<file path="src/fifo_status_csr_pkg.sv">
// What this block does
// - The occupancy register reads back the queue's present fill level, in symbols or words.
// - The live condition register shows the queue's six conditions each cycle, unlatched.
// - Each sticky flag bit is set whenever its matching live condition bit is one.
// - A sticky flag clears only on a written one; zero writes and hardware leave it alone.
// - The interrupt is high while any sticky bit is one with its mask bit or mask bit 6 set.
// - The interrupt mask register is read/write, seven bits: six laid out like the flag registers plus bit 6.
// - The high watermark is writable any time and resets to depth minus four or minus one.
// - High watermark writes are clamped between one and its reset default.
// - The low watermark is writable any time and resets to one.
// - Low watermark writes are clamped between one and the largest legal high watermark.
// - Input-side and output-side banks share one identical register layout.
// - Condition bits 0 to 3 are full, empty, at or above high mark, at or below low mark.
// - Condition bits 4 and 5 are one-cycle pulses for write-when-full and read-when-empty.
// - Mask bit 6 enables all six conditions onto the interrupt at once.
// - In dual-clock builds each bank runs on its own side's clock.
package fifo_status_csr_pkg;
    localparam int unsigned DEPTH = 16;
    localparam int unsigned NUM_COND = 6;
    localparam logic [2:0] OFS_OCCUPANCY = 3'h0;
    localparam logic [2:0] OFS_LIVE = 3'h1;
    localparam logic [2:0] OFS_STICKY = 3'h2;
    localparam logic [2:0] OFS_IRQ_MASK = 3'h3;
    localparam logic [2:0] OFS_HIGH_MARK = 3'h4;
    localparam logic [2:0] OFS_LOW_MARK = 3'h5;
    localparam int unsigned BIT_FULL = 0;
    localparam int unsigned BIT_EMPTY = 1;
    localparam int unsigned BIT_HIGH = 2;
    localparam int unsigned BIT_LOW = 3;
    localparam int unsigned BIT_OVERFLOW = 4;
    localparam int unsigned BIT_UNDERFLOW = 5;
    localparam int unsigned BIT_MASK_ALL = 6;
    localparam logic [31:0] HIGH_DEFAULT_DUAL = 32'(DEPTH - 4);
    localparam logic [31:0] HIGH_DEFAULT_SINGLE = 32'(DEPTH - 1);
    localparam logic [31:0] LOW_DEFAULT = 32'h0000_0001;
    localparam logic [31:0] MARK_MIN = 32'h0000_0001;
    localparam logic [6:0] IRQ_MASK_RESET = 7'h00;
    localparam logic [5:0] STICKY_RESET = 6'h00;

    typedef struct packed {
        logic wr;
        logic rd;
        logic [2:0] addr;
        logic [31:0] wdata;
    } csr_req_t;

    typedef struct packed {
        logic write_when_full;
        logic read_when_empty;
        logic [31:0] occupancy;
    } queue_state_t;
endpackage : fifo_status_csr_pkg

</file>
<file path="src/fifo_status_csr.sv">
`timescale 1ns/1ps
`default_nettype none
module fifo_status_csr
    import fifo_status_csr_pkg::*;
#(
    parameter bit DUAL_CLOCK = 1'b0
)
(
    // Clock, reset, enable (the side's own clock in dual-clock builds)
    input wire logic clk,
    input wire logic reset,
    input wire logic clk_en,
    // Register port
    input wire csr_req_t req,
    output logic [31:0] rdata,
    // Queue state
    input wire queue_state_t queue,
    // Interrupt
    output logic irq
);
    localparam logic [31:0] HIGH_MAX = DUAL_CLOCK ? HIGH_DEFAULT_DUAL : HIGH_DEFAULT_SINGLE;

    logic [5:0] live;
    logic [5:0] sticky_q, sticky_d;
    logic [6:0] mask_q, mask_d;
    logic [31:0] high_q, high_d;
    logic [31:0] low_q, low_d;
    logic [31:0] rdata_q, rdata_d;
    logic irq_q, irq_d;
    logic [5:0] mask_eff;

    function automatic logic [31:0] clamp(input logic [31:0] v, input logic [31:0] hi);
        if (v < MARK_MIN)
            return MARK_MIN;
        else if (v > hi)
            return hi;
        else
            return v;
    endfunction : clamp

    always_comb
    begin
        live = '0;
        live[BIT_FULL] = (queue.occupancy >= 32'(DEPTH));
        live[BIT_EMPTY] = (queue.occupancy == 32'h0000_0000);
        live[BIT_HIGH] = (queue.occupancy >= high_q);
        live[BIT_LOW] = (queue.occupancy <= low_q);
        live[BIT_OVERFLOW] = queue.write_when_full;
        live[BIT_UNDERFLOW] = queue.read_when_empty;
    end

    always_comb
    begin
        sticky_d = sticky_q;
        mask_d = mask_q;
        high_d = high_q;
        low_d = low_q;
        rdata_d = rdata_q;
        if (req.wr)
        begin
            case (req.addr)
                OFS_STICKY: sticky_d = sticky_q & ~req.wdata[5:0];
                OFS_IRQ_MASK: mask_d = req.wdata[6:0];
                OFS_HIGH_MARK: high_d = clamp(req.wdata, HIGH_MAX);
                OFS_LOW_MARK: low_d = clamp(req.wdata, HIGH_MAX);
                default: ;
            endcase
        end
        // Set wins over a clear in the same cycle
        sticky_d = sticky_d | live;
        // Mask taken from its next value so irq tracks masked sticky flags exactly
        mask_eff = mask_d[5:0] | {NUM_COND{mask_d[BIT_MASK_ALL]}};
        if (req.rd)
        begin
            case (req.addr)
                OFS_OCCUPANCY: rdata_d = queue.occupancy;
                OFS_LIVE: rdata_d = {26'h0, live};
                OFS_STICKY: rdata_d = {26'h0, sticky_q};
                OFS_IRQ_MASK: rdata_d = {25'h0, mask_q};
                OFS_HIGH_MARK: rdata_d = high_q;
                OFS_LOW_MARK: rdata_d = low_q;
                default: rdata_d = 32'h0;
            endcase
        end
        irq_d = |(sticky_d & mask_eff);
    end

    always_ff @(posedge clk)
    begin
        if (reset)
        begin
            sticky_q <= STICKY_RESET;
            mask_q <= IRQ_MASK_RESET;
            high_q <= HIGH_MAX;
            low_q <= LOW_DEFAULT;
            rdata_q <= 32'h0;
            irq_q <= 1'b0;
        end
        else if (clk_en)
        begin
            sticky_q <= sticky_d;
            mask_q <= mask_d;
            high_q <= high_d;
            low_q <= low_d;
            rdata_q <= rdata_d;
            irq_q <= irq_d;
        end
    end

    assign rdata = rdata_q;
    assign irq = irq_q;

    chk_sticky_set_live: assert property (@(posedge clk) disable iff (reset)
        clk_en && live[BIT_FULL] |=> sticky_q[BIT_FULL])
        else $error("sticky full not set by live full");
    chk_sticky_hold_zero: assert property (@(posedge clk) disable iff (reset)
        clk_en && !(req.wr && req.addr == OFS_STICKY)
        |=> (sticky_q & $past(sticky_q)) == $past(sticky_q))
        else $error("sticky flag cleared without a write");
    chk_sticky_w1c: assert property (@(posedge clk) disable iff (reset)
        clk_en && req.wr && req.addr == OFS_STICKY && req.wdata[0] && !live[0]
        |=> !sticky_q[0])
        else $error("sticky bit not cleared by written one");
    chk_irq_level: assert property (@(posedge clk) disable iff (reset)
        clk_en |=> irq == |(sticky_q & (mask_q[5:0] | {6{mask_q[6]}})))
        else $error("irq does not follow masked sticky flags");
    chk_high_clamp: assert property (@(posedge clk) disable iff (reset)
        high_q >= MARK_MIN && high_q <= HIGH_MAX)
        else $error("high watermark out of range");
    chk_low_clamp: assert property (@(posedge clk) disable iff (reset)
        low_q >= MARK_MIN && low_q <= HIGH_MAX)
        else $error("low watermark out of range");
    chk_mask_all_irq: assert property (@(posedge clk) disable iff (reset)
        clk_en && mask_q[6] && live[BIT_OVERFLOW] ##1 clk_en |=> irq)
        else $error("all-mask bit did not raise irq");
    chk_live_read: assert property (@(posedge clk) disable iff (reset)
        clk_en && req.rd && req.addr == OFS_LIVE |=> rdata == {26'h0, $past(live)})
        else $error("live condition read mismatch");
    chk_occ_read: assert property (@(posedge clk) disable iff (reset)
        clk_en && req.rd && req.addr == OFS_OCCUPANCY |=> rdata == $past(queue.occupancy))
        else $error("occupancy read mismatch");

    // Values seen on the first edge after reset
    chk_high_reset: assert property (@(posedge clk) disable iff (reset)
        $fell(reset) |-> high_q == HIGH_MAX)
        else $error("high watermark not at default after reset");
    chk_low_reset: assert property (@(posedge clk) disable iff (reset)
        $fell(reset) |-> low_q == LOW_DEFAULT)
        else $error("low watermark not at default after reset");
    chk_sticky_reset: assert property (@(posedge clk) disable iff (reset)
        $fell(reset) |-> sticky_q == STICKY_RESET)
        else $error("sticky flags not clear after reset");
    chk_irq_reset: assert property (@(posedge clk) disable iff (reset)
        $fell(reset) |-> !irq)
        else $error("irq high after reset");

    // Clock enable low freezes every register
    chk_freeze_flags: assert property (@(posedge clk) disable iff (reset)
        !clk_en |=> $stable(sticky_q) && $stable(mask_q))
        else $error("flags or mask changed while frozen");
    chk_freeze_marks: assert property (@(posedge clk) disable iff (reset)
        !clk_en |=> $stable(high_q) && $stable(low_q) && $stable(rdata))
        else $error("watermarks or read data changed while frozen");

    // Read path
    chk_sticky_read: assert property (@(posedge clk) disable iff (reset)
        clk_en && req.rd && req.addr == OFS_STICKY |=> rdata == {26'h0, $past(sticky_q)})
        else $error("sticky read mismatch");
    chk_mask_read: assert property (@(posedge clk) disable iff (reset)
        clk_en && req.rd && req.addr == OFS_IRQ_MASK |=> rdata == {25'h0, $past(mask_q)})
        else $error("mask read mismatch");
    chk_high_read: assert property (@(posedge clk) disable iff (reset)
        clk_en && req.rd && req.addr == OFS_HIGH_MARK |=> rdata == $past(high_q))
        else $error("high watermark read mismatch");
    chk_low_read: assert property (@(posedge clk) disable iff (reset)
        clk_en && req.rd && req.addr == OFS_LOW_MARK |=> rdata == $past(low_q))
        else $error("low watermark read mismatch");
    chk_hole_read: assert property (@(posedge clk) disable iff (reset)
        clk_en && req.rd && req.addr > OFS_LOW_MARK |=> rdata == 32'h0)
        else $error("unmapped word did not read zero");
    chk_rdata_hold: assert property (@(posedge clk) disable iff (reset)
        clk_en && !req.rd |=> $stable(rdata))
        else $error("read data changed without a read");

    // Write path
    chk_mask_write: assert property (@(posedge clk) disable iff (reset)
        clk_en && req.wr && req.addr == OFS_IRQ_MASK |=> mask_q == $past(req.wdata[6:0]))
        else $error("mask write not stored");
    chk_high_write: assert property (@(posedge clk) disable iff (reset)
        clk_en && req.wr && req.addr == OFS_HIGH_MARK
        && req.wdata >= MARK_MIN && req.wdata <= HIGH_MAX
        |=> high_q == $past(req.wdata))
        else $error("in-range high watermark not stored");
    chk_low_write: assert property (@(posedge clk) disable iff (reset)
        clk_en && req.wr && req.addr == OFS_LOW_MARK
        && req.wdata >= MARK_MIN && req.wdata <= HIGH_MAX
        |=> low_q == $past(req.wdata))
        else $error("in-range low watermark not stored");
    chk_hole_write: assert property (@(posedge clk) disable iff (reset)
        clk_en && req.wr && (req.addr <= OFS_LIVE || req.addr > OFS_LOW_MARK)
        |=> $stable(mask_q) && $stable(high_q) && $stable(low_q))
        else $error("write to read-only or unmapped word changed state");

    // Event flags and interrupt
    chk_ovf_sticky: assert property (@(posedge clk) disable iff (reset)
        clk_en && queue.write_when_full |=> sticky_q[BIT_OVERFLOW])
        else $error("write-when-full pulse not latched");
    chk_unf_sticky: assert property (@(posedge clk) disable iff (reset)
        clk_en && queue.read_when_empty |=> sticky_q[BIT_UNDERFLOW])
        else $error("read-when-empty pulse not latched");
    chk_empty_live: assert property (@(posedge clk) disable iff (reset)
        clk_en && req.rd && req.addr == OFS_LIVE && queue.occupancy == 32'h0
        |=> rdata[BIT_EMPTY] && !rdata[BIT_FULL])
        else $error("empty queue not shown as empty");
    chk_irq_rise: assert property (@(posedge clk) disable iff (reset)
        clk_en && !(req.wr && req.addr == OFS_IRQ_MASK)
        && |(live & (mask_q[5:0] | {6{mask_q[6]}}))
        |=> irq)
        else $error("masked new event did not raise irq");
endmodule : fifo_status_csr
`default_nettype wire

</file>
<file path="config.mk">
export PLATFORM = sky130hd
export DESIGN_NAME = fifo_status_csr
export DESIGN_NICKNAME = d
export VERILOG_FILES = /design/src/fifo_status_csr_pkg.sv /design/src/fifo_status_csr.sv
export SDC_FILE = /design/constraint.sdc
export NUM_CORES = 1
export LEC_CHECK = 0
export BUFFER_PORTS_ARGS = -buffer_cell sky130_fd_sc_hd__buf_2
export CAP_MARGIN = 0
export CORE_ASPECT_RATIO = 1.1
export CORE_MARGIN = 3
export CORE_UTILIZATION = 54
export DETAILED_ROUTE_END_ITERATION = 12
export PLACE_DENSITY = 0.77
export SLEW_MARGIN = 20
export SYNTH_ARGS = -nofsm -noshare
export SYNTH_HDL_FRONTEND = slang
export SYNTH_SLANG_ARGS = --single-unit
</file>
<file path="constraint.sdc">
create_clock -name clk -period 4.9 [get_ports clk]
set_input_delay 0.98 -clock clk [delete_from_list [all_inputs] [get_ports clk]]
set_output_delay 0.98 -clock clk [all_outputs]
set_load 0.005 [all_outputs]
</file>
* Word-level counts from Yosys, hierarchy flattened
Index checks and enable logic that the tools add are counted.
Word-level totals: flip-flop bits (word level) 110, bits in latches 0, logic and storage cells 34, input bits 74, bits in read-only memories 0, memories kept 0, RAM bits 0, output and inout port bits 33
Operators by class: order comparisons 5, add/sub/neg operators 0, $mul 0, equality and inequality tests 5, reduce and logical (&&, ||, !) cells 6, multiplexer cells 7, bitwise logic cells 5, divide/modulo/power cells 0, shift-type cells 0
Operators by type and width (count):
- $pmux W32 S6 | 1
- $mux W32 | 2
- $ge A32 B32 Y1 | 1
- $ge A32 B5 Y1 const B | 1
- $gt A32 B4 Y1 const B | 1
- $le A32 B32 Y1 | 1
- $logic_not A32 Y1 | 1
- $lt A32 B1 Y1 const B | 1
- $mux W7 | 2
- $and A6 B6 Y6 | 2
- $mux W6 | 2
- $or A6 B6 Y6 | 2
- $eq A3 B2 Y1 const B | 2
- $eq A3 B3 Y1 const B | 2
- $not A6 Y6 | 1
- $reduce_and A3 Y1 | 2
- $reduce_or A6 Y1 | 1
- $eq A3 B1 Y1 const B | 1
- $logic_not A3 Y1 | 1
- $reduce_and A2 Y1 | 1

* Longest topological paths before layout
Gate-level depths: netlist of the first run.
depth after elaboration 7, gate-level depth with buffers 9, depth with buffers taken out 9

* Least setup slack after synthesis of the first run
OpenSTA, ideal clock, no wires.
path type input to register, from input queue[14] (netlist bit), to register rdata_q[3] (netlist: rdata[3]), path buffers 0, library setup time 0.088 ns, arrival 2.633 ns, setup slack 2.179 ns, required time 4.812 ns, stages on the path 8, path through ha_1 a21oi_2 nand2_1 a221o_1 or3_1 a21oi_2 o21ai_1 a311oi_2
On the way: cells in the longest elaborated chain, start to end 2
RTL lines:
- start, declared | RTL line fifo_status_csr.sv:17 | input wire queue_state_t queue,
- $le A32 B32 Y1 | RTL line fifo_status_csr.sv:47 | live[BIT_LOW] = (queue.occupancy <= low_q);
- $pmux W32 S6 | RTL line fifo_status_csr.sv:75 | case (req.addr)
- end signal, assigned | RTL line fifo_status_csr.sv:105 | rdata_q <= rdata_d;
- end, declared | RTL line fifo_status_csr.sv:28 | logic [31:0] rdata_q, rdata_d;
Every way passes these cells. A chain may end at the register's enable or synchronous reset.

* Worst setup path after layout of the first run
from input req[34] (netlist bit), to register high_q[15]
On the way: cells in the longest elaborated chain, start to end 2
RTL lines:
- start, declared | RTL line fifo_status_csr.sv:14 | input wire csr_req_t req,
- $eq A3 B3 Y1 | RTL line fifo_status_csr.sv:61 | case (req.addr)
- $reduce_and A3 Y1 (no line)
- end signal, assigned | RTL line fifo_status_csr.sv:103 | high_q <= high_d;
- end, declared | RTL line fifo_status_csr.sv:26 | logic [31:0] high_q, high_d;
Every way passes these cells.

==> flow_metrics.tcl, run 1 <==
set metrics [dict create \
    status "completed" \
    min_period_ns 2.98 \
    critPathKind "in -> reg" \
    required_ns 5.14 \
    cts_max_path_buffers 2 \
    power_frac_comb 0.128 \
    crit_fanout 39 \
    clk_pin_slew_ns 0.07 \
    reg2reg_depth 9 \
    clkPwrFrac 0.388 \
    hold_viol_final 0 \
    row_count 40 \
    yosysTopAreaCell "dfxtp_1" \
    dieArea_sq_um 12800 \
    die_h_um 118 \
    power_switching_uw 481 \
    ys.flop_type "dfxtp_1" \
    grt_pass1_vias 5641 \
    synth_top_area_share 0.355 \
    netlist_area_sq_um 6210 \
    grt_pass1_wl_mm 27.7 \
    yosysWarnings 0 \
    cts-htree-levels 3 \
    post-cts-setup-buffers 0 \
    grt_max_degree 84 \
    crit_path_start_kind "primary input" \
    total_power_uw 1890 \
    cts_tree "yes" \
    clock-sinks 110 \
    wirelength_mm 17.1 \
    vdd_drop_max_mv 0.141 \
    synth_area_per_cell_sq_um 8.38 \
    route.detailed.drc 0 \
    ys_seq_elements 110 \
    syn-num-nets 879 \
    ios 107 \
    cts_hold_buf 0 \
    routedWlPerCell_um 17.7 \
    drtIter0Drc 367 \
    ys_top_cells_by_area "dfxtp_1 35%, ha_1 13%, nor2_1 4.2%" \
    overflow 0 \
    skew_ns 0.00770 \
    core_sq_um 11100 \
    tns_ns 0 \
    ctsResizeCount 0 \
    dieWidth_um 108 \
    ant_nets 0 \
    root_buffer "clkbuf_16" \
    drive_above_1_share 0.161 \
    arrival_ns 3.23 \
    place.gp.congestion 0.899 \
    cts_buffers 9 \
    min_from "high_q[17]$_SDFFE_PP0P_" \
    hold_depth 1 \
    synthTopCellsByCount "110 x dfxtp_1, 70 x nor2_1, 66 x inv_1" \
    synth_cell_types 57 \
    synth.most_common_cell "dfxtp_1" \
    dr.pass1.iters 5 \
    route.vias.total 5795 \
    io_buffers 106 \
    p_leak_uw 0.00288 \
    drv_slew 0 \
    hp-class "reg -> reg" \
    max_freq_mhz 335 \
    worst_pin_slew_ns 0.940 \
    rsz0062_at_grt "no" \
    switching_share 0.255 \
    synth_edf_count 0 \
    vias_per_cell 5.97 \
    antenna_found_initial 0 \
    seqPwrFrac 0.484 \
    async_flop_share 0 \
    period_share 0.609 \
    ys_seq_area_frac 0.355 \
    hold-path-endpoint "high_q[17]$_SDFFE_PP0P_" \
    synthToLayoutAreaGrowth_pct 13.1 \
    r2r_end "rdata[3]$_SDFFE_PP0P_" \
    slew-limit-headroom 0.373 \
    setup_viol 0 \
    start_util 0.561 \
    cp-end-kind "flop" \
    dpl.hpwl_mm 12.6 \
    grt_usage 0.268 \
    rrSetupSlack_ns 2.58 \
    num_antenna_cells 0 \
    r2r_start "low_q[14]$_SDFFE_PP0P_" \
    internal-power_uw 1410 \
    nets 958 \
    cap_violations 0 \
    netlist_instances 741 \
    clk_latency_ns 0.35 \
    powerDensity_nw_per_um2 269 \
]
placed cells by master, fill, tap and decap left out, types with 3 or more instances in the layout:
master,n
dfxtp_1,110
buf_2,106
nor2_1,70
inv_1,66
ha_1,64
nand2_1,49
nor3_1,39
a21oi_1,31
and2_1,30
a22oi_1,29
a22o_1,25
o21ai_0,23
nor4_1,18
a211oi_1,16
o21ai_1,15
mux2i_1,15
nand3_1,14
nand4_1,13
clkbuf_16,9
buf_4,7
nor2b_1,6
a221oi_1,6
a211o_1,5
a31oi_1,4
o211ai_1,4
a21o_1,4
clkbuf_1,4
a21boi_0,3
and4_1,3
o31ai_1,3
power by group through the flow:
stage / Sequential, uW / Combinational (uW) / Clock [uW]
after floorplan: 931 / 147 / 0
after global placement: 934 / 229 / 0
after detailed placement: 934 / 238 / 0
final: 914 / 242 / 733
after global routing: 914 / 267 / 761
after CTS: 913 / 240 / 738
through the flow:
| step | setup WS, ns | hold slack (ns) | area [sq um] | cells | utilization |
|---|---|---|---|---|---|
| 2_1_floorplan | 2.18 | 0.430 | 6210 | 741 | - |
| 3_3_place_gp | 1.73 | 0.442 | 6740 | 956 | 0.609 |
| 3_5_place_dp | 1.63 | 0.444 | 6740 | 956 | 0.609 |
| 4_1_cts | 1.99 | 0.463 | 7020 | 971 | 0.635 |
| 5_1_grt | 1.78 | 0.482 | 7020 | 971 | 0.635 |
| 6_report | 1.92 | 0.463 | 7020 | 971 | 0.635 |
critical path: stages:
cell	delay [ns]
buf_2	0.67
nor2b_1	0.37
nand4b_1	0.35
nor2b_1	0.41
buf_4	0.26
and2_1	0.17
layer usage:
metal	track usage	wire length, um
met1	0.351	7430
met2	0.427	8050
met3	0.0426	1090
met4	0.130	582
met5	0	0
cells by family (layout without fill, tap and decap cells):
logic type	count (synthesis)	in the layout	synth area share
AOI/OAI and AO/OA	185	185	0.207
DFF	110	110	0.355
adders and majority gates	64	64	0.129
muxes	15	15	0.0242
buffers and inverters	111	194	0.0782
and+or+nand+nor	256	256	0.208
sequential cells by signal (all words and copies together), names as in the netlist:
name / count
sticky_q: 6
high_q: 32
rdata: 32
mask_q: 7
low_q: 32
irq: 1
how the worst max path moves through the flow:
stage	end	slack, ns	startpoint
after floorplan	rdata[3]$_SDFFE_PP0P_	2.18	queue[14]
after global placement	high_q[16]$_SDFFE_PP0P_	1.73	req[32]
after detailed placement	high_q[4]$_SDFFE_PP0P_	1.63	req[34]
after CTS	high_q[4]$_SDFFE_PP0P_	1.99	req[34]
after global routing	irq$_SDFFE_PP0P_	1.78	req[32]
final	high_q[15]$_SDFFE_PP0P_	1.92	req[34]
cell type report:
class	count	area [sq um]
fill	960	4040
multi-input combinational	520	3520
sequential	110	2200
timing repair buffer	113	583
clock buffer	14	254
inverter	66	248
tap	147	184
clock inverter	1	30.0
Power figures use the tool's default switching activity.
==> run 2, diff against run 1 <==
--- a/config.mk
+++ b/config.mk
@@ -5,6 +5,7 @@
 export SDC_FILE = /design/constraint.sdc
 export NUM_CORES = 1
 export LEC_CHECK = 0
+export ABC_AREA = 1
 export BUFFER_PORTS_ARGS = -buffer_cell sky130_fd_sc_hd__buf_2
 export CAP_MARGIN = 0
 export CORE_ASPECT_RATIO = 1.1
==> constraint.sdc (replaced) <==
create_clock -name clk -period 3.1 [get_ports clk]
set_input_delay 0.62 -clock clk [delete_from_list [all_inputs] [get_ports clk]]
set_output_delay 0.62 -clock clk [all_outputs]
set_load 0.005 [all_outputs]
==> flow_metrics.tcl, run 2 <==
set metrics [dict create \
    status "completed" \
    netlist_instances 866 \
    cts-htree-levels 3 \
    rsz0062_at_grt "no" \
    synth_top_family_by_area "simple AND/OR/NAND/NOR gates" \
    synth_edf_count 0 \
    grt_usage 0.262 \
    ys.flop_type "dfxtp_1" \
    final.setup.worst_slack_ns 1.05 \
    grt_pass1_wl_mm 27.2 \
    drive_above_1_share 0.146 \
    synth_area_per_cell_sq_um 7.07 \
    p_leak_uw 0.00322 \
    io_buffers 106 \
    yosysTopAreaCell "dfxtp_1" \
    clkPwrFrac 0.400 \
    ctsResizeCount 0 \
    power_frac_comb 0.127 \
    crit_fanout 4 \
    row_count 40 \
    nets 1099 \
    drtIter0Drc 467 \
    crit_slowest_cell "nor4_1" \
    hold_viol_final 0 \
    drv_slew 0 \
    grt_pass1_vias 5628 \
    antenna_found_initial 0 \
    start_util 0.556 \
    critPathKind "in -> reg" \
    power_switching_uw 776 \
    internal-power_uw 2290 \
    synth.most_common_cell "nand2_1" \
    crit_path_frequent_cell "nand2_1" \
    ys_seq_elements 110 \
    final_common_cell "nand2_1" \
    syn-num-nets 1004 \
    cp-end-kind "flop" \
    synth_compound_area_frac 0.170 \
    synthTopCellsByCount "174 x nand2_1, 135 x inv_1, 110 x dfxtp_1" \
    switching_share 0.253 \
    cts_tree "yes" \
    synth_cell_types 35 \
    cap_violations 0 \
    seqPwrFrac 0.472 \
    period_share 0.661 \
    cpPeakStageDelay_ns 0.69 \
    required_ns 3.34 \
    dr.pass1.iters 5 \
    die_h_um 118 \
    ys_top_cells_by_area "dfxtp_1 36%, ha_1 13%, nand2_1 11%" \
    place.gp.congestion 0.918 \
    ant_nets 0 \
    skew_ns 0.00650 \
    ios 107 \
    arrival_ns 2.29 \
    root_buffer "clkbuf_16" \
    dpl.hpwl_mm 12.1 \
    synth-simple-area-share 0.230 \
    clk_pin_slew_ns 0.07 \
    core_sq_um 11000 \
    hp-class "reg -> reg" \
    routedWlPerCell_um 14.7 \
    synth_top_area_share 0.359 \
    crit_chain "buf_2, nor2_1, nand3_1, nor4_1, o311ai_0, nand2_1, nand2_1" \
    clock-sinks 110 \
    place_worst_setup_slack_ns 0.708 \
    setup_viol 0 \
    synthToLayoutAreaGrowth_pct 16.1 \
    powerDensity_nw_per_um2 431 \
    ys_seq_area_frac 0.359 \
    post-cts-setup-buffers 0 \
    synth_adder_area_share 0.131 \
    cts_hold_buf 0 \
    route.vias.total 5992 \
    yosysWarnings 0 \
    num_antenna_cells 0 \
    grt_max_degree 43 \
    mostFrequentLayoutCells "174 x nand2_1, 135 x inv_1, 110 x dfxtp_1" \
    vias_per_cell 5.38 \
    vdd_drop_max_mv 0.308 \
    overflow 0 \
    slew-limit-headroom 0.448 \
    worst_pin_slew_ns 0.822 \
    dieWidth_um 108 \
    dieArea_sq_um 12700 \
    tns_ns 0 \
    cts_buffers 9 \
    synthMuxAreaShare 0 \
    cts_max_path_buffers 2 \
    async_flop_share 0 \
    min_period_ns 2.05 \
    crit_path_start_kind "primary input" \
    max_freq_mhz 488 \
    route.detailed.drc 0 \
    netlist_area_sq_um 6130 \
    clk_latency_ns 0.35 \
    synth_xor_area_frac 0 \
    wirelength_mm 16.3 \
]
## run 2: per-layer routing
layer	up-vias	track usage	part of all wire
met1	2697	0.356	0.44
met4	0	0.0923	0.021
met5	-	0	0
met2	225	0.428	0.47
met3	26	0.0296	0.066
li1	3044	-	-
## run 2: power by group through the flow
| stage | clock (uW) | sequential, uW | combinational [uW] |
|---|---|---|---|
| 3_3_place_gp | 0 | 1480 | 377 |
| 6_report | 1230 | 1450 | 390 |
| 2_1_floorplan | 0 | 1480 | 231 |
| 4_1_cts | 1240 | 1450 | 387 |
| 3_5_place_dp | 0 | 1480 | 383 |
| 5_1_grt | 1290 | 1450 | 442 |
## run 2: logic make-up after synthesis
group,count (synthesis)
DFF,110
AOI/OAI and AO/OA,182
adders and majority gates,64
and+or+nand+nor,337
buffers and inverters,173
## run 2: path summary, 6_finish.rpt
path                                              from  cells after the start                     end  slack [ns]
worst max register to register  low_q[31]$_SDFFE_PP0P_                     11        irq$_SDFFE_PP0P_        1.10
worst max-delay path                            req[6]                      7  high_q[0]$_SDFFE_PP1P_        1.05
worst min-delay path            rdata[12]$_SDFFE_PP0P_                      2  rdata[12]$_SDFFE_PP0P_        0.46
worst min register to register  rdata[12]$_SDFFE_PP0P_                      2  rdata[12]$_SDFFE_PP0P_        0.46
## run 2: per-stage QoR
stage          cell area, sq um  total power, uW  hold WS (ns)   util  std cells
6_report                   7110             3070         0.463  0.646       1113
2_1_floorplan              6130             1710         0.435      -        866
4_1_cts                    7110             3080         0.464  0.646       1113
3_3_place_gp               6800             1860         0.444  0.618       1097
3_5_place_dp               6800             1860         0.454  0.618       1097
5_1_grt                    7110             3180         0.476  0.646       1113
## run 2: worst max-delay path, delay by kind of cell
family / cells / cell delay (ns)
AO/OA/AOI/OAI: 1 / 0.47
AND/OR/NAND/NOR: 5 / 1.07
buffers and inverters: 1 / 0.11
## run 2: final cells by class
type,instances,area [sq um]
Tap cell,147,184
Multi-Input combinational cell,583,3260
Sequential cell,110,2200
Clock inverter,5,81.3
Inverter,138,518
Fill cell,1057,3900
Timing Repair Buffer,119,631
Clock buffer,11,233
==> run 3, diff against run 2 <==
==> constraint.sdc (replaced) <==
create_clock -name clk -period 2 [get_ports clk]
set_input_delay 0.4 -clock clk [delete_from_list [all_inputs] [get_ports clk]]
set_output_delay 0.4 -clock clk [all_outputs]
set_load 0.005 [all_outputs]
==> flow_metrics.tcl, run 3 (synthesis gave the netlist of run 2 again) <==
set metrics [dict create \
    status "completed" \
    crit_chain "inv_1, ha_1, nand2_1, o21bai_1, a21oi_1, nor2_2, nand2_1, nand2_1, nand2_1, nand2_1, nand2_1, nand2_1, a21oi_1" \
    vdd_drop_max_mv 0.396 \
    cpPeakStageDelay_ns 0.32 \
    seqPwrFrac 0.450 \
    grt_max_degree 34 \
    arrival_ns 2.10 \
    die_h_um 118 \
    skew_ns 0.00632 \
    drive_above_1_share 0.164 \
    crit_slowest_cell "dfxtp_1" \
    ios 107 \
    finish.utilization 0.661 \
    final_common_cell "nand2_1" \
    nFillCells 1025 \
    slew-limit-headroom 0.469 \
    rsz0062_at_grt "no" \
    internal-power_uw 3730 \
    num_antenna_cells 0 \
    critPathTopFamily "simple AND/OR/NAND/NOR gates" \
    dpl_cell_area_sq_um 6890 \
    place.gp.congestion 0.985 \
    path_buf_inv 1 \
    post-cts-setup-buffers 0 \
    dpl.hpwl_mm 12.5 \
    clk_pin_slew_ns 0.07 \
    clock-sinks 110 \
    dieArea_sq_um 12700 \
    nets 1110 \
    hold_viol_final 0 \
    drv_slew 0 \
    period_share 0.911 \
    setup_viol 0 \
    p_leak_uw 0.00330 \
    mostFrequentLayoutCells "174 x nand2_1, 135 x inv_1, 110 x dfxtp_1" \
    crit_path_frequent_cell "nand2_1" \
    row_count 40 \
    io_buffers 106 \
    required_ns 2.27 \
    start_util 0.556 \
    crit_fanout 3 \
    cts_max_path_buffers 2 \
    cts_buffers 9 \
    total_power_uw 4990 \
    drtIter0Drc 325 \
    power_frac_comb 0.126 \
    crit_path_start_kind "flop" \
    max_freq_mhz 549 \
    clkPwrFrac 0.424 \
    dr.pass1.iters 5 \
    antenna_found_initial 0 \
    overflow 0 \
    dieWidth_um 108 \
    vias_per_cell 5.48 \
    grt_usage 0.272 \
    cp-end-kind "flop" \
    critPathKind "reg -> reg" \
    power_switching_uw 1260 \
    route.detailed.drc 0 \
    grt_pass1_vias 5737 \
    route.vias.total 6155 \
    grt_pass1_wl_mm 27.7 \
    wirelength_mm 17.0 \
    cts_tree "yes" \
    core_sq_um 11000 \
    routedWlPerCell_um 15.1 \
    cap_violations 0 \
    stdcell_area_sq_um 7270 \
    hp-class "in -> reg" \
    cts-htree-levels 3 \
    worst_pin_slew_ns 0.786 \
    ant_nets 0 \
    powerDensity_nw_per_um2 686 \
    root_buffer "clkbuf_16" \
    clk_latency_ns 0.35 \
    min_period_ns 1.82 \
    switching_share 0.252 \
    synthToLayoutAreaGrowth_pct 18.7 \
]
run 3: changes by cell type in the layout (fill, tap and decap cells not counted), sizes merged:
| cell | delta |
|---|---|
| inv | +1 |
| clkbuf | -1 |
| clkinvlp | -1 |
| buf | +11 |
| bufinv | +1 |
run 3: final timing paths:
path / startpoint / end / slack, ns / depth (start not counted)
hold reg to reg: high_q[13]$_SDFFE_PP0P_ / high_q[13]$_SDFFE_PP0P_ / 0.46 / 2
setup / recovery: high_q[11]$_SDFFE_PP0P_ / rdata[2]$_SDFFE_PP0P_ / 0.18 / 13
hold / removal: queue[32] / sticky_q[5]$_SDFFE_PP0P_ / 0.38 / 3
setup reg to reg: high_q[11]$_SDFFE_PP0P_ / rdata[2]$_SDFFE_PP0P_ / 0.18 / 13
run 3: repair_timing:
action | 4_1_cts | 5_1_grt
hold buffers | 0 | 0
gates resized for setup | 0 | 6
setup endpoints to repair | 0 | 5
run 3: final cells by class:
type	instances	area, sq um	share of cell area
multi-input cells	583	3290	0.452
flip-flops and latches	110	2200	0.303
repair buffers	130	726	0.0998
inverters	138	518	0.0712
clock buffers	10	239	0.0329
well taps	147	184	0.0253
clock inverters	6	116	0.0160
run 3: stage by stage:
stage	TNS (ns)	std cells	hold slack, ns	setup slack [ns]
6_report	0	1124	0.379	0.177
5_1_grt	0	1124	0.403	0.0226
4_1_cts	0	1124	0.368	0.130
3_5_place_dp	-0.0279	1108	0.448	-0.0182
3_3_place_gp	0	1108	0.443	0.0391
2_1_floorplan	0	866	0.435	0.340
run 3: tightest hold or removal path: stages:
cell     delay (ns)
buf_2          0.10
nor2_1         0.05
a21oi_1        0.14
run 3: routing by layer:
metal	wire, um	global-route usage
met5	0	0
met1	7330	0.353
met3	1120	0.0373
met2	7920	0.441
met4	623	0.131
run 3: power by group through the flow:
stage          combinational [uW]  clock [uW]  sequential, uW
3_5_place_dp                  611           0            2300
3_3_place_gp                  601           0            2300
4_1_cts                       617        2140            2250
6_report                      629        2110            2250
5_1_grt                       710        2230            2250
2_1_floorplan                 358           0            2290
